File: src/hw/alert_defs.vh
`ifndef ALERT_DEFS_VH
`define ALERT_DEFS_VH
// ----------------------------------------
// register offsets
// ----------------------------------------
`define OFS_CFG1        8'h01
`define OFS_CFG4        8'h04
`define OFS_FQ          8'h06
`define OFS_MASK1       8'h08
`define OFS_MASK2       8'h09
`define OFS_MASK3       8'h0A
`define OFS_STAT1       8'h4F
`define OFS_STAT2       8'h50
`define OFS_STAT3       8'h51
// ----------------------------------------
// field positions
// ----------------------------------------
`define B_LOC_HI        7
`define B_LOC_LO        6
`define B_RH            5
`define B_RL            4
`define B_RD            3
`define B_LOC_CRIT      7
`define B_RT            6
`define B_ONT           4
`define B_PIN_ACT       3
`define B_PIN_STATE     2
`define B_STALL         7
`define B_ALARM         6
`define B_ALOW          0
`define B_COMP          3
`define B_REFSEL        7
// ----------------------------------------
// reset values and valid bit masks
// ----------------------------------------
`define RST_MASK        8'h00
`define RST_CFG         8'h00
`define VALID1          8'hF8
`define VALID2          8'hDC
`define VALID3          8'hC0
`define VALIDM2         8'h1C
`define FQ_W            3
`endif

File: src/hw/fault_queue.v
`timescale 1ns/1ns
`include "alert_defs.vh"
// per-channel consecutive out-of-limit counter
module fault_queue #(
    parameter W = `FQ_W
) (
    input  wire         clk_sys_i,
    input  wire         rst_i,
    input  wire         ce_i,
    input  wire         clr_i,
    input  wire         sample_i,
    input  wire         oor_i,
    input  wire [W-1:0] len_i,
    output reg          full_o
);
    reg [W-1:0] cnt;
    always @(posedge clk_sys_i) begin
        if (rst_i) begin
            cnt    <= {W{1'b0}};
            full_o <= 1'b0;
        end else if (ce_i) begin
            if (clr_i) begin
                // a reading that lands with the clear still counts
                if (sample_i && oor_i) begin
                    cnt    <= {{(W-1){1'b0}}, 1'b1};
                    full_o <= (len_i <= {{(W-1){1'b0}}, 1'b1});
                end else begin
                    cnt    <= {W{1'b0}};
                    full_o <= 1'b0;
                end
            end else if (sample_i) begin
                if (!oor_i) begin
                    cnt <= {W{1'b0}};
                end else if (cnt < len_i) begin
                    cnt <= cnt + {{(W-1){1'b0}}, 1'b1};
                    if (cnt + {{(W-1){1'b0}}, 1'b1} >= len_i)
                        full_o <= 1'b1;
                end
            end
        end
    end
endmodule

File: src/hw/limit_compare.v
`timescale 1ns/1ns
`include "alert_defs.vh"
// high/low limit comparator for one reading
module limit_compare #(
    parameter W = 8
) (
    input  wire [W-1:0] value_i,
    input  wire [W-1:0] high_i,
    input  wire [W-1:0] low_i,
    output wire         high_o,
    output wire         low_o
);
    assign high_o = (value_i >= high_i);
    assign low_o  = (value_i <  low_i);
endmodule

File: src/hw/alert_status_mask_logic.v
`timescale 1ns/1ns
`include "alert_defs.vh"
// Overview of operation
// status one: local/remote high, low, diode
// status two: crit, on-time, active, pin state
// active flag: crit exceeded and pin driven
// pin state read-clear only when inactive
// status three: stall, alarm, alert-low bit
// unmasked out-of-limit asserts alert
// config bit 3 selects latched or comparator
// latched: hold until in-limit and serviced; queued temperature sources drop on ARA or status one read
// one clear keeps other active sources
// comparator: follows live out-of-limit state
// masks gate alert, status still sets
// mask one mirrors status one positions
// mask two: on-time, active, pin state
// mask three: stall and alarm speed
// host masks, services, polls, unmasks
// fan fault pin or reference input
// fault queue: temperatures, latched mode only
// one queue counter per temperature channel
// queue length decoded from bits 3:0
// queue reset by ARA, status one read, reset
// sticky status until in-limit and serviced
// high uses >=, low uses <
// alert is active-low open-drain
module alert_status_mask_logic #(
    parameter TW = 8
) (
    input  wire          clk_sys_i,
    input  wire          rst_i,
    input  wire          ce_i,
    input  wire          reg_wr_i,
    input  wire          reg_rd_i,
    input  wire [7:0]    reg_addr_i,
    input  wire [7:0]    reg_wdata_i,
    input  wire          ara_done_i,
    input  wire          local_sample_i,
    input  wire          remote_sample_i,
    input  wire [TW-1:0] local_temp_i,
    input  wire [TW-1:0] remote_temp_i,
    input  wire [TW-1:0] local_high_lim_i,
    input  wire [TW-1:0] local_low_lim_i,
    input  wire [TW-1:0] remote_high_lim_i,
    input  wire [TW-1:0] remote_low_lim_i,
    input  wire          diode_fault_i,
    input  wire          local_crit_i,
    input  wire          remote_crit_i,
    input  wire          ontime_exceed_i,
    input  wire          overtemp_pin_drive_i,
    input  wire          overtemp_pin_i,
    input  wire          fan_stall_i,
    input  wire          fan_alarm_i,
    output reg  [7:0]    reg_rdata_o,
    output reg           alert_o,
    output reg           alert_oe_o,
    output reg           cooler_stall_output_o,
    output reg           cooler_stall_oe_o,
    output reg           ref_select_o
);
    // ----------------------------------------
    // configuration and masks
    // ----------------------------------------
    reg [7:0] cfg1;
    reg [7:0] cfg4;
    reg [7:0] fq_cfg;
    reg [7:0] limit_mask_one;
    reg [7:0] pin_event_mask;
    reg [7:0] cooler_event_mask;
    reg [7:0] limit_status_one;
    reg [7:0] pin_event_status;
    reg [7:0] cooler_alert_status;
    wire comp_mode = cfg1[`B_COMP];
    always @(posedge clk_sys_i) begin
        if (rst_i) begin
            cfg1              <= `RST_CFG;
            cfg4              <= `RST_CFG;
            fq_cfg            <= `RST_CFG;
            limit_mask_one    <= `RST_MASK;
            pin_event_mask    <= `RST_MASK;
            cooler_event_mask <= `RST_MASK;
        end else if (ce_i && reg_wr_i) begin
            case (reg_addr_i)
                `OFS_CFG1:  cfg1 <= reg_wdata_i;
                `OFS_CFG4:  cfg4 <= reg_wdata_i;
                `OFS_FQ:    fq_cfg <= reg_wdata_i;
                `OFS_MASK1: limit_mask_one <= reg_wdata_i & `VALID1;
                `OFS_MASK2: pin_event_mask <= reg_wdata_i & `VALIDM2;
                `OFS_MASK3: cooler_event_mask <= reg_wdata_i & `VALID3;
                default: ;
            endcase
        end
    end
    // ----------------------------------------
    // limit comparisons
    // ----------------------------------------
    wire loc_hi_now;
    wire loc_lo_now;
    wire rem_hi_now;
    wire rem_lo_now;
    limit_compare #(.W(TW)) u_local (
        .value_i (local_temp_i),
        .high_i  (local_high_lim_i),
        .low_i   (local_low_lim_i),
        .high_o  (loc_hi_now),
        .low_o   (loc_lo_now)
    );
    limit_compare #(.W(TW)) u_remote (
        .value_i (remote_temp_i),
        .high_i  (remote_high_lim_i),
        .low_i   (remote_low_lim_i),
        .high_o  (rem_hi_now),
        .low_o   (rem_lo_now)
    );
    // ----------------------------------------
    // fault queues
    // ----------------------------------------
    function [2:0] fq_len;
        input [3:0] code;
        begin
            if (code[3])
                fq_len = 3'd4;
            else if (code[2])
                fq_len = 3'd3;
            else if (code[1])
                fq_len = 3'd2;
            else
                fq_len = 3'd1;
        end
    endfunction
    wire [2:0] qlen = fq_len(fq_cfg[3:0]);
    wire rd1 = ce_i && reg_rd_i && (reg_addr_i == `OFS_STAT1);
    wire rd2 = ce_i && reg_rd_i && (reg_addr_i == `OFS_STAT2);
    wire rd3 = ce_i && reg_rd_i && (reg_addr_i == `OFS_STAT3);
    wire q_clr = rd1 || (ce_i && ara_done_i);
    wire lq_full;
    wire rq_full;
    fault_queue #(.W(`FQ_W)) u_lq (
        .clk_sys_i (clk_sys_i),
        .rst_i     (rst_i),
        .ce_i      (ce_i),
        .clr_i     (q_clr),
        .sample_i  (local_sample_i),
        .oor_i     (loc_hi_now | loc_lo_now),
        .len_i     (qlen),
        .full_o    (lq_full)
    );
    fault_queue #(.W(`FQ_W)) u_rq (
        .clk_sys_i (clk_sys_i),
        .rst_i     (rst_i),
        .ce_i      (ce_i),
        .clr_i     (q_clr),
        .sample_i  (remote_sample_i),
        .oor_i     (rem_hi_now | rem_lo_now | diode_fault_i),
        .len_i     (qlen),
        .full_o    (rq_full)
    );
    // ----------------------------------------
    // live conditions and sticky status
    // ----------------------------------------
    wire [7:0] live1 = {loc_hi_now, loc_lo_now, rem_hi_now, rem_lo_now, diode_fault_i, 3'b000};
    wire       pin_act_now = (local_crit_i | remote_crit_i) & overtemp_pin_drive_i;
    wire [7:0] live2 = {local_crit_i, remote_crit_i, 1'b0, ontime_exceed_i,
                        pin_act_now, overtemp_pin_i, 2'b00};
    wire [7:0] live3 = {fan_stall_i, fan_alarm_i, 6'b000000};
    wire       ara   = ce_i && ara_done_i;
    // bit stays while live; read/ARA clears only bits whose cause is gone
    function [7:0] sticky;
        input [7:0] cur;
        input [7:0] live;
        input       clr;
        begin
            sticky = clr ? live : (cur | live);
        end
    endfunction
    always @(posedge clk_sys_i) begin
        if (rst_i) begin
            limit_status_one    <= 8'h00;
            pin_event_status    <= 8'h00;
            cooler_alert_status <= 8'h00;
        end else if (ce_i) begin
            limit_status_one    <= sticky(limit_status_one, live1, rd1 | ara);
            pin_event_status    <= sticky(pin_event_status, live2, rd2 | ara);
            cooler_alert_status <= sticky(cooler_alert_status, live3, rd3 | ara);
        end
    end
    // ----------------------------------------
    // alert generation
    // ----------------------------------------
    wire [7:0] temp_gate = comp_mode ? 8'hFF :
                           {lq_full, lq_full, rq_full, rq_full, rq_full, 3'b111};
    wire [7:0] pin_cmp_blk = comp_mode ? (8'h01 << `B_PIN_STATE) : 8'h00;
    wire src_sticky = |(limit_status_one & ~limit_mask_one & temp_gate & `VALID1)
                    | |(pin_event_status & ~pin_event_mask & `VALID2)
                    | |(cooler_alert_status & ~cooler_event_mask & `VALID3);
    wire src_live   = |(live1 & ~limit_mask_one & `VALID1)
                    | |(live2 & ~(pin_event_mask | pin_cmp_blk) & `VALID2 & ~pin_cmp_blk)
                    | |(live3 & ~cooler_event_mask & `VALID3);
    // latched: held by the sticky bits, dropped by an emptied queue
    wire next_assert = comp_mode ? src_live : src_sticky;
    always @(posedge clk_sys_i) begin
        if (rst_i) begin
            alert_o               <= 1'b0;
            alert_oe_o            <= 1'b0;
            cooler_stall_output_o <= 1'b0;
            cooler_stall_oe_o     <= 1'b0;
            ref_select_o          <= 1'b0;
            reg_rdata_o           <= 8'h00;
        end else if (ce_i) begin
            alert_o               <= 1'b0;
            alert_oe_o            <= next_assert;
            ref_select_o          <= cfg4[`B_REFSEL];
            cooler_stall_output_o <= 1'b0;
            cooler_stall_oe_o     <= ~cfg4[`B_REFSEL] & fan_stall_i;
            case (reg_addr_i)
                `OFS_CFG1:  reg_rdata_o <= cfg1;
                `OFS_CFG4:  reg_rdata_o <= cfg4;
                `OFS_FQ:    reg_rdata_o <= fq_cfg;
                `OFS_MASK1: reg_rdata_o <= limit_mask_one;
                `OFS_MASK2: reg_rdata_o <= pin_event_mask;
                `OFS_MASK3: reg_rdata_o <= cooler_event_mask;
                `OFS_STAT1: reg_rdata_o <= limit_status_one;
                `OFS_STAT2: reg_rdata_o <= pin_event_status;
                `OFS_STAT3: reg_rdata_o <= cooler_alert_status | {7'b0000000, alert_oe_o};
                default:    reg_rdata_o <= 8'h00;
            endcase
        end
    end
endmodule

File: config.mk
export PLATFORM = sky130hd
export DESIGN_NAME = alert_status_mask_logic
export DESIGN_NICKNAME = d
export VERILOG_FILES = /design/src/hw/fault_queue.v /design/src/hw/limit_compare.v /design/src/hw/alert_status_mask_logic.v
export VERILOG_INCLUDE_DIRS = /design/src /design/src/hw
export SDC_FILE = /design/constraint.sdc
export NUM_CORES = 1
export LEC_CHECK = 0
export BUFFER_PORTS_ARGS = -buffer_cell sky130_fd_sc_hd__buf_2
export CAP_MARGIN = 25
export CELL_PAD_IN_SITES_DETAIL_PLACEMENT = 1
export CELL_PAD_IN_SITES_GLOBAL_PLACEMENT = 1
export CORE_ASPECT_RATIO = 1.75
export CORE_UTILIZATION = 39
export CTS_BUF_LIST = sky130_fd_sc_hd__clkbuf_16
export CTS_CLUSTER_SIZE = 30
export DETAILED_ROUTE_END_ITERATION = 8
export GPL_TIMING_DRIVEN = 0
export PLACE_DENSITY = 0.85
export RECOVER_POWER = 25
export SLEW_MARGIN = 20
export SYNTH_ARGS = -nofsm -noshare
export SYNTH_HDL_FRONTEND = slang
export SYNTH_SLANG_ARGS = --single-unit
File: constraint.sdc
create_clock -name clk_sys_i -period 3.6 [get_ports clk_sys_i]
set_input_delay 0.18 -clock clk_sys_i [delete_from_list [all_inputs] [get_ports clk_sys_i]]
set_output_delay 0.18 -clock clk_sys_i [all_outputs]
set_load 0.03 [all_outputs]
# ---- Word level (Yosys, flattened, before mapping)
# Index checks and enable logic that the tools add are counted.
dict set report classes {
  add_sub_neg 2
  multipliers 0
  div_mod_pow 0
  order_cmp 9
  n_eq_ne 11
  shifts 0
  n_mux 32
  n_bitwise 32
  reduce_logical 33
}
# operator count
set op_table {}
lappend op_table {{one-hot mux 8 bit (9 select lines)} 1}
lappend op_table {{AND 8 bit} 8}
lappend op_table {{2-to-1 mux 8 bit} 4}
lappend op_table {{2-to-1 mux 3 bit} 10}
lappend op_table {{equality test 8 x 4 -> 1 bit, second input constant} 3}
lappend op_table {{equality test 8 x 7 -> 1 bit, second input constant} 3}
lappend op_table {{bitwise OR 8 bit} 3}
lappend op_table {{equality test 8 x 3 -> 1 bit, second input constant} 2}
lappend op_table {{greater-or-equal comparator 8 bit} 2}
lappend op_table {{less-than comparator 8 bit} 2}
lappend op_table {{NOT 5 -> 8 bit} 2}
lappend op_table {{NOT 8 bit} 2}
lappend op_table {{nonzero test 2 bit} 8}
lappend op_table {{2-to-1 mux 1 bit} 15}
lappend op_table {{OR reduction 5 bit} 3}
lappend op_table {{AND reduction 2 bit} 6}
lappend op_table {{bitwise OR 1 bit} 11}
lappend op_table {{AND reduction 5 bit} 2}
lappend op_table {{equality test 8 x 1 -> 1 bit, second input constant} 1}
lappend op_table {{logical AND 1 bit} 8}
lappend op_table {{NOT 3 -> 8 bit} 1}
lappend op_table {{bitwise OR 8 x 1 -> 8 bit} 1}
lappend op_table {{OR reduction 8 bit} 1}
lappend op_table {{adder 3 x 1 -> 3 bit, second input constant} 2}
lappend op_table {{other kinds (11)} 18}
dict set report word_totals {
  ff_bits 77
  latchBits 0
  ramBits 0
  romBits 0
  inputBits 80
  n_memories 0
}

# ---- Depth between registers and ports, before layout
# Gate-level depths: netlist of run 1.
dict set report logic_depth {
  ltp_word 9
  ltp_mapped 10
}

# ---- By module
# A second synthesis of run 1 with hierarchy kept.
dict set report unflattened {
  cells_unflattened 517
  area_unflattened_um2 4331.7
}
# mod n_inst cells_per_inst area_per_inst_um2
set by_module_without_submodules {}
lappend by_module_without_submodules {alert_status_mask_logic 1 327 2844.0}
lappend by_module_without_submodules {fault_queue 2 44 372.9}
lappend by_module_without_submodules {{limit_compare (u_local)} 1 51 371.6}
lappend by_module_without_submodules {{limit_compare (u_remote)} 1 51 370.4}

# ---- Worst setup path before layout of run 1
# Ideal clock, no wire load.
dict set report synth_path {
  path_type {register to register}
  startpoint {register fq_cfg[1]}
  endpoint {register u_rq.cnt[1]}
  arrival_ns 1.973
  required_ns 3.530
  path_slack_ns 1.557
  stages_incl_launch_ff 8
  n_path_buf 0
  period_less_slack_ns 2.043
  cell_sequence {dfxtp_1 -> o21ai_0 -> ha_1 -> nor2b_1 -> o21ai_0 -> nand4b_1 -> or4b_1 -> a21oi_1}
}
dict set report synth_via {
  elab_chain_cells 6
}
# item line_no
set synth_rtl {}
lappend synth_rtl {{start: declaration} alert_status_mask_logic.v:66} ;# reg [7:0] fq_cfg;
lappend synth_rtl {{start signal: assignment} alert_status_mask_logic.v:78} ;# fq_cfg <= `RST_CFG;
lappend synth_rtl {{start signal: assignment} alert_status_mask_logic.v:86} ;# `OFS_FQ: fq_cfg <= reg_wdata_i;
lappend synth_rtl {{2-to-1 mux 2 bit} alert_status_mask_logic.v:125} ;# else if (code[1])
lappend synth_rtl {{2-to-1 mux 2 bit} alert_status_mask_logic.v:123} ;# else if (code[2])
lappend synth_rtl {{2-to-1 mux 3 bit} alert_status_mask_logic.v:121} ;# if (code[3])
lappend synth_rtl {{less-than comparator 3 bit} fault_queue.v:34} ;# end else if (cnt < len_i) begin
lappend synth_rtl {{!= test 3 bit (no line)} -}
lappend synth_rtl {{AND reduction 3 bit (no line)} -}
lappend synth_rtl {{end signal: assignment} fault_queue.v:28} ;# cnt <= {W{1'b0}};
lappend synth_rtl {{end signal: assignment} fault_queue.v:33} ;# cnt <= {W{1'b0}};
lappend synth_rtl {{end signal: assignment} fault_queue.v:35} ;# cnt <= cnt + {{(W-1){1'b0}}, 1'b1};
lappend synth_rtl {{end: declaration} fault_queue.v:16} ;# reg [W-1:0] cnt;
# Every way passes these cells.
# A chain may end at the register's enable or synchronous reset.

# ---- Worst setup path in the final report of run 1
dict set report layout_path {
  startpoint {register fq_cfg[3]}
  endpoint {register u_rq.cnt[1]}
}
dict set report layout_via {
  elab_chain_cells 4
}
# item line_no
set layout_rtl {}
lappend layout_rtl {{2-to-1 mux 3 bit} alert_status_mask_logic.v:121}
lappend layout_rtl {{less-than comparator 3 bit} fault_queue.v:34}
lappend layout_rtl {{!= test 3 bit (no line)} -}
lappend layout_rtl {{AND reduction 3 bit (no line)} -}
# Every way passes these cells.

==> results of run 1 <==
==> stage by stage <==
step                      utilization, %  setup WS, ns  hold slack [ns]  std cells
final                               48.6          1.12            0.122        726
after global routing                48.6         0.947            0.137        726
after CTS                           49.1          1.15            0.112        726
after detailed placement            46.1         0.960            0.442        710
after global placement              46.1          1.05            0.439        710
after floorplan                        -          1.56            0.324        495
==> routing by layer <==
metal  vias to the layer above  track usage [%]  share of wire, %
met5                         -                0                 0
met3                        60             4.22               4.3
li1                       1962                -                 -
met1                      1997             24.4                33
met4                         0             19.5               5.8
met2                       149             51.3                56
==> state kept, by name, summed over array words and instances, names as in the netlist <==
| signal | count |
|---|---|
| u_rq.full_o | 1 |
| pin_event_mask | 3 |
| cooler_stall_oe_o | 1 |
| alert_oe_o | 1 |
| ref_select_o | 1 |
| pin_event_status | 5 |
| u_rq.cnt | 3 |
| cfg1 | 8 |
| cooler_alert_status | 2 |
| fq_cfg | 8 |
| cooler_event_mask | 2 |
| reg_rdata_o | 8 |
| limit_status_one | 5 |
| u_lq.full_o | 1 |
| cfg4 | 8 |
| u_lq.cnt | 3 |
| limit_mask_one | 5 |
==> kinds of logic after synthesis <==
group | count (synthesis) | share of synthesized area (%)
adders and majority gates | 44 | 13.3
AOI/OAI and AO/OA | 123 | 19.7
xor gates and xnor gates | 3 | 0.634
and+or+nand+nor | 148 | 18.4
muxes | 39 | 9.42
DFF | 65 | 31.4
other | 1 | 0.0905
buffers and inverters | 71 | 7.06
==> layout make-up <==
class | instances | area [um2]
buffer | 19 | 96.3
clock buffer | 9 | 225
clock inverter | 7 | 78.8
fill | 1303 | 5290
inverter | 52 | 195
multi-input combinational | 359 | 2530
sequential | 65 | 1300
tap | 127 | 159
timing repair buffer | 88 | 425
==> worst max-delay path by stage <==
stage / start / to / slack (ns) / depth (start not counted)
2_1_floorplan: fq_cfg[1] / u_rq.cnt[1] / 1.56 / 7
3_3_place_gp: remote_temp_i[0] / u_rq.cnt[2] / 1.05 / 10
3_5_place_dp: remote_temp_i[0] / u_rq.cnt[0] / 0.96 / 10
4_1_cts: fq_cfg[3] / u_rq.cnt[1] / 1.15 / 8
5_1_grt: fq_cfg[3] / u_rq.cnt[1] / 0.95 / 8
6_report: fq_cfg[3] / u_rq.cnt[1] / 1.12 / 8
==> synth_stat cells (3+ instances only) <==
cell type and count:
sky130_fd_sc_hd__buf_4 4, sky130_fd_sc_hd__o211ai_1 4, sky130_fd_sc_hd__a211oi_1 3, sky130_fd_sc_hd__nor3_1 5
sky130_fd_sc_hd__a222oi_1 3, sky130_fd_sc_hd__o21ai_0 14, sky130_fd_sc_hd__and3_1 5, sky130_fd_sc_hd__a21oi_1 32
sky130_fd_sc_hd__nor2_1 69, sky130_fd_sc_hd__nand2b_1 4, sky130_fd_sc_hd__dfxtp_1 65, sky130_fd_sc_hd__nand4_1 3
sky130_fd_sc_hd__nand2_1 27, sky130_fd_sc_hd__o22ai_1 6, sky130_fd_sc_hd__a21o_1 8, sky130_fd_sc_hd__buf_2 3
sky130_fd_sc_hd__xor2_1 3, sky130_fd_sc_hd__clkbuf_1 10, sky130_fd_sc_hd__inv_1 50, sky130_fd_sc_hd__o21ai_1 9
sky130_fd_sc_hd__nand3b_1 4, sky130_fd_sc_hd__a22oi_1 19, sky130_fd_sc_hd__a22o_1 5, sky130_fd_sc_hd__mux2i_1 39
sky130_fd_sc_hd__ha_1 44, sky130_fd_sc_hd__nor3_2 4, sky130_fd_sc_hd__nand3_1 8
==> power by group through the flow <==
stage / logic [uW] / clock network (uW) / registers (uW)
detailed placement: 289 / 0 / 769
global placement: 271 / 0 / 768
global route: 323 / 931 / 756
finish: 289 / 892 / 755
floorplan: 164 / 0 / 765
CTS: 294 / 903 / 754
==> worst reg2reg max path: stages, from the launching register on <==
cell                       delay [ns]
sky130_fd_sc_hd__dfxtp_1         0.45
sky130_fd_sc_hd__inv_1           0.18
sky130_fd_sc_hd__o21ai_0         0.26
sky130_fd_sc_hd__ha_1            0.33
sky130_fd_sc_hd__nor2b_1         0.12
sky130_fd_sc_hd__o21ai_0         0.15
sky130_fd_sc_hd__nand4b_1        0.23
sky130_fd_sc_hd__or4b_1          0.54
sky130_fd_sc_hd__a21oi_1         0.15
==> placed cells by master, fill, tap and decap left out, drive strengths merged, types with 2 or more instances in the layout <==
master | synthesis | final
or4b | 2 | 2
o21a | 2 | 2
a22oi | 20 | 20
conb | 1 | 2
a31oi | 2 | 2
nand2 | 27 | 27
nand3 | 10 | 10
a22o | 5 | 5
nand2b | 4 | 4
a21oi | 32 | 32
o211ai | 4 | 4
nor2 | 72 | 72
a21o | 8 | 8
inv | 51 | 53
nor4 | 3 | 3
clkinv | 1 | 5
buf | 9 | 83
a221oi | 2 | 2
a211oi | 4 | 4
o221ai | 2 | 2
nor3 | 9 | 9
nor2b | 2 | 2
o22ai | 6 | 6
clkbuf | 10 | 33
a222oi | 3 | 3
xor2 | 3 | 3
and3 | 5 | 5
o21ai | 23 | 23
a32oi | 2 | 2
ha | 44 | 44
dfxtp | 65 | 65
and3b | 2 | 2
mux2i | 39 | 39
nor3b | 2 | 2
nand3b | 4 | 4
nand4 | 3 | 3
a2111oi | 2 | 2
==> results.txt, run 1 <==
- Run status: finished clean
* Max cap viols: 0
- CP cell instances: inv_1 -> o21ai_0 -> ha_1 -> nor2b_1 -> o21ai_0 -> nand4b_1 -> or4b_1 -> a21oi_1
- TritonCTS built the clock tree.
- Global-route wire length before repair: 22.5 mm
* Total of flip-flops plus latches after synthesis: 65
- Setup repair after global routing left no endpoint under its margin.
* Count of flip-flops with a built-in enable after synthesis: 0
- For this run the aggregate overflow at the end of global routing stands at 0.
* Post-detailed-route count of antenna-violating nets: 0
* Reg-to-reg setup timing slack: 1.12 ns
- Power per cell area: 386 nW/um2
* Die Wd: 79.9 um
- Cell depth of the worst hold path: 3
* PostCTS Resize Cnt: 0
- Row generation in the floorplan step produced 49 rows.
- Combinational cell fraction of total power: 14.9%
* Worst setup skew after layout: 0.00343 ns
* Total routed wirelength: 14.1 mm
- Stage delay of the slowest cell on the critical path: 0.54 ns
* Placed wire-length estimate: 11.2 mm
- For the pin with the worst max-slew slack, the measured transition is 0.943 ns.
* CTS root buf: sky130_fd_sc_hd__clkbuf_16
- Using the TritonRoute via totals, the vias-per-cell ratio works out to 5.74.
- End of the worst register-to-register path: u_rq.cnt[1]
* Fin. Hold Viols: 0
- In this run the worst path has a maximum fanout of 5.
- Core Region: 10300 um2
- Measured along the y axis, the die boundary spans 138 um.
- Buffers on Ports: 88
- The worst pin sits at a relative slew slack of 37.0%.
- Num Clock Sinks: 65
* Yosys top cell by area: sky130_fd_sc_hd__dfxtp_1
- The worst hold path begins at overtemp_pin_i.
- 0 antenna diodes ended up in the layout.
- The path with the worst hold slack has its endpoint at pin_event_status[2].
- The number of antenna violations at the first check in global routing came to 0.
- After detailed routing, the number of remaining DRC violations is 0.
- The worst setup path is of the reg -> reg kind.
* Setup violations, final: 0
- The H-tree generated during clock tree synthesis spans 3 levels.
- Sequential cells were found to cover 31.4% of the synthesized design area.
- Largest net degree at the start of global routing: 14
- Data on the critical path is required at its endpoint by 3.87 ns.
- Final critical path time including I/O delays and setup: 2.48 ns
- The number of pins exceeding their max-slew limit in the final report is 0.
- Iteration-0 DRC Markers: 216
* Total power: 1940 uW
* Vias in the first global route: 4658
- Ports: 93
- Per report_power, the sequential group accounts for 39.0% of the total.
- Internal power of the cells: 1400 uW
- Final cell area excluding filler cells: 5010 um2
- Placed Instance Area: 4750 um2
* Depth of the most critical reg-to-reg path: 8
- Per report_power, the clock group accounts for 46.1% of the total.
- Type of the worst min-delay path: in -> reg
- Yosys printed 0 warnings.
- The analysis attributes to net switching a power of 540 uW.
- Net switching is 27.9% of the power.
- The floorplan step defined a die boundary enclosing 11100 um2.
- Net count, final: 718
* CP Launch Type: flop
- Summed over all failing endpoints, the final setup total negative slack is 0 ns.
- Aggregate global-route resource usage: 26.9%
- Routability-driven placement finished with a final weighted congestion of 0.882.
- Async set-reset flop share out of synthesis: 0%
- Worst voltage drop across the vdd grid: 0.302 mV
- Slowest stage cell on the critical path: sky130_fd_sc_hd__or4b_1
- Worst-skew pair later-pin latency: 0.34 ns
- The cell that appears most often on the critical path is sky130_fd_sc_hd__o21ai_0.
- Compared with the post-synthesis result, the final layout area differs by 20.9%.
- Number of distinct standard cells referenced by the synthesized netlist: 61
* Worst Path Buf+Inv: 1
* Static power due to leakage: 0.00235 uW
* Fraction of synthesized cell area taken by the top area cell type: 31.4%
- Maximum count of clock buffers along a single path: 2
* Buffer count from post-CTS setup fixing: 0
- Derived from the worst setup path, the maximum achievable clock frequency is 0.404 GHz.
- First-pass iteration count of the detailed router: 7
- Crit path max-delay family: simple AND/OR/NAND/NOR gates
- Top_reg_cell synth: sky130_fd_sc_hd__dfxtp_1
- The worst setup path is captured at a flop.
* Fraction of the cycle the final worst path needs: 68.8%
- Ranking of synthesized cells by area: sky130_fd_sc_hd__dfxtp_1 31%, sky130_fd_sc_hd__ha_1 13%, sky130_fd_sc_hd__mux2i_1 9.4%
- Avg Synthesized Cell Area: 8.39 um2
- Startpoint of the worst register-to-register path: fq_cfg[3]
* Cell area after synthesis: 4150 um2
- Data arrives at the worst endpoint at 2.74 ns.
* Inserted Clock Buffers: 9
- Share of final-layout standard cells stronger than drive strength 1: 18.5%
* Starting utilization of the core area: 40.2%
* Via count: 4168
- Clock-pin slew was measured on the worst setup and hold paths at 0.06 ns.
- The number of hold buffers added after CTS was 0.
- Synth Instances: 494
- Dividing the detail-routed wire length by the instance count gives 19.4 um.
Note: power is estimated with default switching activity, not from simulation.
==> run 2, diff against run 1 <==
==> constraint.sdc (replaced) <==
create_clock -name clk_sys_i -period 2.5 [get_ports clk_sys_i]
set_input_delay 0.125 -clock clk_sys_i [delete_from_list [all_inputs] [get_ports clk_sys_i]]
set_output_delay 0.125 -clock clk_sys_i [all_outputs]
set_load 0.03 [all_outputs]
==> results.txt, run 2 (synthesis results as in run 1) <==
- Data required, critical path: 2.77 ns (-1.10 ns)
- Worst setup skew after layout: 0.00327 ns (-0.000158 ns)
* Count of final max-slew check failures: 0 (unchanged)
- Maximum count of clock buffers along a single path: 2 (unchanged)
- The total inserted antenna cells was 0 (unchanged).
- Number of inserted filler cells in the final layout: 1301 (-0.15%)
- The final sum of negative setup slack is 0 ns (unchanged).
* Core Region: 10300 um2 (unchanged)
- Global-route wire length before repair: 22.5 mm (unchanged)
- # rows: 49 (unchanged)
* Placed wire-length estimate: 11.2 mm (unchanged)
* CTS root buf: sky130_fd_sc_hd__clkbuf_16
- Number of remaining DRC errors: 0 (unchanged)
- Power per cell area: 556 nW/um2 (+44%)
- Type of the worst min-delay path: in -> reg
* Buffer count from post-CTS setup fixing: 0 (unchanged)
- The largest stage delay on the critical path was 0.52 ns (-0.02 ns).
- Leaving out fill and tap cells, the most frequent cell in the layout is sky130_fd_sc_hd__buf_2.
* Number of hold buffers added after cts: 0 (unchanged)
- Static power due to leakage: 0.00235 uW (+0.27%)
- The transition at the pin with the smallest max-transition slack was 0.951 ns (+0.00779 ns).
- Buffers on Ports: 88 (unchanged)
- Setup repair after global routing left no endpoint under its margin.
* Post-CTS clock slew at the launch and capture registers of the worst setup and hold paths: 0.06 ns (about the same)
- The critical path is of the reg -> reg type.
* CP cell instances: inv_1 -> o21ai_2 -> ha_1 -> nor2b_1 -> o21ai_0 -> nand4b_1 -> or4b_1 -> a21oi_1
- The relative max-transition margin is 36.5% (-0.52 points).
- Slowest stage cell on the critical path: sky130_fd_sc_hd__or4b_1
- The initial core utilization was 40.2% (unchanged).
- The final wirelength is 14.1 mm (+0.11%).
- Gr ovfl total: 0 (unchanged)
* Kind of end point of the critical path: flop
- Worst Path Buf+Inv: 1 (unchanged)
- The H-tree depth reported by CTS is 3 (unchanged).
* Post-detailed-route count of antenna-violating nets: 0 (unchanged)
- Drt via density: 5.71 (-0.62%)
- Final hold slack: 0.0666 ns (-0.0555 ns)
- Fraction of the core area covered by cells at the end of the flow: 48.7% (+0.061 points)
* Iteration-0 DRC Markers: 222 (+2.8%)
- The final-stage net count came to 718 (unchanged).
- The library cells used most frequently in the layout, excluding fill and tap cells, are 80 x sky130_fd_sc_hd__buf_2, 70 x sky130_fd_sc_hd__nor2_1, 65 x sky130_fd_sc_hd__dfxtp_1, 50 x sky130_fd_sc_hd__inv_1, 44 x sky130_fd_sc_hd__ha_1.
- The latest clock arrival within the worst-skew pair was 0.34 ns (about the same).
- CTS tree: yes
* Die outline area: 11100 um2 (unchanged)
* Share of final-layout standard cells stronger than drive strength 1: 19.0% (+0.50 points)
* Worst voltage drop across the vdd grid: 0.435 mV (+44%)
- Arrival @ worst endpoint: 2.57 ns (-0.17 ns)
- Via count: 4142 (-0.62%)
- Max cap viols: 0 (unchanged)
- Largest net degree at the start of global routing: 14 (unchanged)
* Final critical path time including I/O delays and setup: 2.30 ns (-0.175 ns)
* Die Wd: 79.9 um (unchanged)
- The highest fanout seen on the critical path was 5 (unchanged).
- The run finished with clean final reports.
- Fin. Hold Viols: 0 (unchanged)
- Ports: 93 (unchanged)
* Final cell area excluding filler cells: 5020 um2 (+0.12%)
- Inserted Clock Buffers: 9 (unchanged)
- Setup violations, final: 0 (unchanged)
- The number of detailed-route iterations in the first pass came to 7 (unchanged).
- The global router's overall resource usage was 26.9% (unchanged).
- Post-detailed-route wirelength per cell: 19.4 um (+0.11%)
- Reg-to-reg setup timing slack: 0.20 ns (-0.92 ns)
- Crit path max-delay family: simple AND/OR/NAND/NOR gates
- Routability Congestion: 0.882 (unchanged)
* CP Launch Type: flop
- Total power: 2790 uW (+44%)
- The placed standard-cell area came to 4750 um2 (unchanged).
* Antenna violations before repair: 0 (unchanged)
- Vertical extent of the die: 138 um (unchanged)
- The via count of the first global-routing pass came to 4658 (unchanged).
* Num Clock Sinks: 65 (unchanged)
- The highest attainable clock frequency is 0.435 GHz (+7.6%).
* Layout-stage area growth over the synthesis result: 21.0%
- Fraction of the cycle the final worst path needs: 92.0% (+23 points)
-- run 2: worst paths after layout --
kind | from | end | depth (start not counted)
worst max-delay path | fq_cfg[3] | u_rq.cnt[1] | 8
worst min-delay path | reg_wdata_i[1] | fq_cfg[1] | 3
worst max register to register | fq_cfg[3] | u_rq.cnt[1] | 8
worst min register to register | reg_rdata_o[7] | reg_rdata_o[7] | 2
-- run 2: metrics by stage --
| step | setup WS, ns | instances |
|---|---|---|
| 2_1_floorplan | 0.457 | 495 |
| 3_3_place_gp | 0.000447 | 710 |
| 3_5_place_dp | -0.0845 | 710 |
| 4_1_cts | 0.0451 | 726 |
| 5_1_grt | 0.0315 | 726 |
| 6_report | 0.199 | 726 |
-- run 2: timing repair --
action / in CTS / in global routing
endpoints found under the hold margin: 0 / 0
gates resized for setup: 0 / 2
endpoints found under the setup margin: 0 / 5
-- run 2: report_power, final --
part           switching (uW)  leakage [uW]  internal [uW]
registers                26.8      0.000527           1060
clock network             504      0.000150            781
logic                     247       0.00168            169
-- run 2: cell type report --
cell class                 instances  area, um2  share of cell area, %
clock buffer                       9        225                   4.49
inverter                          52        195                   3.89
multi-input combinational        359       2530                   50.5
clock inverter                     7       78.8                   1.57
sequential                        65       1300                   25.9
buffer                            19       97.6                   1.95
tap                              127        159                   3.17
timing repair buffer              88        427                   8.51
-- run 2: tightest hold or removal path, delay by kind of cell --
kind	cells	cell delay, ns
buffers and inverters	1	0.11
multiplexers	1	0.07
AND/OR/NAND/NOR	1	0.07
-- run 2: per-layer routing --
metal  track usage, %  share of wire (%)
met2             51.3                 56
met4             19.5                5.8
met5                0                  0
met3             4.22                4.4
met1             24.4                 34
==> run 3, diff against run 2 <==
--- a/config.mk
+++ b/config.mk
@@ -8,7 +8,7 @@
 export LEC_CHECK = 0
 export BUFFER_PORTS_ARGS = -buffer_cell sky130_fd_sc_hd__buf_2
 export CAP_MARGIN = 25
-export CELL_PAD_IN_SITES_DETAIL_PLACEMENT = 1
+export CELL_PAD_IN_SITES_DETAIL_PLACEMENT = 0
 export CELL_PAD_IN_SITES_GLOBAL_PLACEMENT = 1
 export CORE_ASPECT_RATIO = 1.75
 export CORE_UTILIZATION = 39
==> results.txt, run 3 (synthesis results as in run 1) <==
- The number of stages on the worst hold path was 3 (unchanged).
- Highest net fanout along the worst path: 5 (unchanged)
- Share of final-layout standard cells stronger than drive strength 1: 18.5% (-0.50 points)
- Starting utilization of the core area: 40.2% (unchanged)
* Number of remaining DRC errors: 0 (unchanged)
* Inserted Clock Buffers: 9 (unchanged)
- Fin. Hold Viols: 0 (unchanged)
- Power per cell area: 542 nW/um2 (-2.5%)
* Global-route wire length before repair: 19.6 mm (-13%)
- Worst voltage drop across the vdd grid: 0.346 mV (-20%)
- Via count: 3979 (-3.9%)
* Slew HR: 38.9% (+2.4 points)
* Worst-skew pair later-pin latency: 0.33 ns (about the same)
* Fraction of power spent switching nets: 26.7% (-1.2 points)
- The number of primary I/O pins is 93 (unchanged).
* Slowest stage cell on the critical path: sky130_fd_sc_hd__or4b_1
* Maximum count of clock buffers along a single path: 2 (unchanged)
* Type of the worst min-delay path: in -> reg
- The number of cells on the worst reg-to-reg path came to 8 (unchanged).
- The number of antenna violations at the first check in global routing was 0 (unchanged).
* Largest net degree at the start of global routing: 12 (-2)
- Count of final max-slew check failures: 0 (unchanged)
* Number of inserted filler cells in the final layout: 1038 (-20%)
* Net count, final: 718 (unchanged)
- Final hold slack: 0.0596 ns (-0.00705 ns)
- The routed length per placed instance came to 17.2 um (-11%).
- The vertical die dimension came to 138 um (unchanged).
- The power dissipated by switching net loads is 724 uW (-6.9%).
* Die Wd: 79.9 um (unchanged)
- The area inside the core boundary is 10300 um2 (unchanged).
- The quantity of hold-fixing buffers added after cts was 0 (unchanged).
- Total power: 2710 uW (-2.7%)
- The part of the total power dissipated in sequential elements was 40.1% (+1.1 points).
- The transition at the pin with the smallest max-transition slack is 0.915 ns (-0.0363 ns).
* Final critical path time including I/O delays and setup: 2.28 ns (-0.0196 ns)
- The static power due to leakage was 0.00234 uW (-0.65%).
- The worst setup path is launched from a flop.
- The number of rows in the core area came to 49 (unchanged).
- The placed wire-length estimate after detailed placement is 10.1 mm (-10%).
* Post-detailed-route count of antenna-violating nets: 0 (unchanged)
- RSZ-0062 raised after global routing: false
- Vias in the first global route: 4118 (-12%)
- Commonest non-fill, non-tap cells in the layout: 79 x sky130_fd_sc_hd__buf_2, 70 x sky130_fd_sc_hd__nor2_1, 65 x sky130_fd_sc_hd__dfxtp_1, 52 x sky130_fd_sc_hd__inv_1, 44 x sky130_fd_sc_hd__ha_1
- The root buffer cell chosen for the clock tree is sky130_fd_sc_hd__clkbuf_16.
* Buffers on Ports: 88 (unchanged)
- The fraction of the core area covered by cells at the end of the flow was 48.6% (-0.11 points).
- Antenna Cells: 0 (unchanged)
* Run status: finished clean
- The data required time of the worst path came to 2.76 ns (about the same).
* Number of levels the H-tree was split into: 3 (unchanged)
- The number of detailed-route iterations in the first pass is 5 (-2).
* Final cell area excluding filler cells: 5000 um2 (-0.22%)
* Share of total power in the clock network: 45.2% (-0.9 points)
- The combinational share of power came to 14.7% (-0.2 points).
* Num Clock Sinks: 65 (unchanged)
- Worst setup skew after layout: 0.00330 ns (+0.0000304 ns)
- Achievable Freq: 0.438 GHz (+0.86%)
- Stage delay of the slowest cell on the critical path: 0.52 ns (about the same)
- Gr ovfl total: 0 (unchanged)
* Layout-stage area growth over the synthesis result: 20.7%
- Internal power of the cells: 1990 uW (-1.1%)
- The post-CTS setup repair buffer count is 0 (unchanged).
* Aggregate global-route resource usage: 23.3% (-3.6 points)
- Die outline area: 11100 um2 (unchanged)
* Iteration-0 DRC Markers: 188 (-15%)
- The arrival time at the worst endpoint came to 2.54 ns (-0.03 ns).
* Max cap viols: 0 (unchanged)
- CTS tree: yes
* CP cell instances: inv_1 -> o21ai_2 -> ha_1 -> nor2b_1 -> o21ai_0 -> nand4b_1 -> or4b_1 -> a21oi_1
- The number of setup violations in the final report came to 0 (unchanged).
- Post-CTS clock slew at the launch and capture registers of the worst setup and hold paths: 0.05 ns (about the same)
* Leading cell type in the layout, fill and taps excluded: sky130_fd_sc_hd__buf_2
- The final wirelength came to 12.5 mm (-11%).
- Drt via density: 5.48 (-3.9%)
* Placed Instance Area: 4750 um2 (unchanged)
* Setup Crit Path Kind: reg -> reg
- The placer's final routability congestion estimate came to 0.882 (unchanged).
- The final period utilization came to 91.3% (-0.78 points).
- Kind of end point of the critical path: flop
-- run 3: cell types whose count changed in the layout (fill, tap and decap cells not counted) --
cell and delta:
sky130_fd_sc_hd__clkinv_2 -1, sky130_fd_sc_hd__clkinvlp_4 +3, sky130_fd_sc_hd__clkbuf_1 +1, sky130_fd_sc_hd__nand3_2 +1, sky130_fd_sc_hd__nand3_1 -1, sky130_fd_sc_hd__clkinv_4 -3, sky130_fd_sc_hd__inv_6 -2, sky130_fd_sc_hd__inv_1 +2
sky130_fd_sc_hd__clkinv_1 +1, sky130_fd_sc_hd__buf_2 -1
-- run 3: timing repair --
action,4_1_cts,5_1_grt
endpoints found under the setup margin,0,7
endpoints found under the hold margin,0,0
resized for setup,0,2
-- run 3: stage by stage --
step                      TNS (ns)  cells  setup slack (ns)
after floorplan                  0    495             0.457
after global placement           0    710          0.000447
after detailed placement   -0.0424    710           -0.0225
after CTS                        0    726            0.0441
after global routing             0    726           0.00167
final                            0    726             0.218
-- run 3: layer usage --
layer  GRT usage (%)  routed length [um]  part of all wire, %
met4            14.2                 569                  4.6
met3            3.56                 462                  3.7
met1            21.6                4400                   35
met5               0                   0                    0
met2            45.2                7060                   57
-- run 3: power groups by stage --
stage                     combinational, uW  clock, uW  sequential [uW]
after global routing                    448       1280             1090
after CTS                               404       1240             1080
after floorplan                         236          0             1100
after global placement                  390          0             1110
final                                   398       1230             1090
after detailed placement                403          0             1110
-- run 3: worst paths after layout --
check | from | slack (ns) | endpoint
worst max register to register | fq_cfg[3] | 0.22 | u_rq.cnt[1]
worst max-delay path | fq_cfg[3] | 0.22 | u_rq.cnt[1]
worst min register to register | reg_rdata_o[4] | 0.45 | reg_rdata_o[4]
worst min-delay path | overtemp_pin_i | 0.06 | pin_event_status[2]
-- run 3: cell type report --
class                           count  area [um2]  area share, %
Tap cell                          127         159           3.17
Timing Repair Buffer               88         425           8.50
Clock buffer                        9         225           4.50
Buffer                             19        97.6           1.95
Inverter                           52         195           3.90
Clock inverter                      7        63.8           1.28
Multi-Input combinational cell    359        2540           50.7
Sequential cell                    65        1300           26.0
-- run 3: worst max-delay path: cells and delay by family (launching register included) --
kind / cells / cell delay (ns)
buffers and inverters: 1 / 0.19
AND/OR/NAND/NOR: 3 / 0.86
AO/OA/AOI/OAI: 3 / 0.44
adder cells (fa/ha/maj): 1 / 0.27
flip-flops: 1 / 0.45
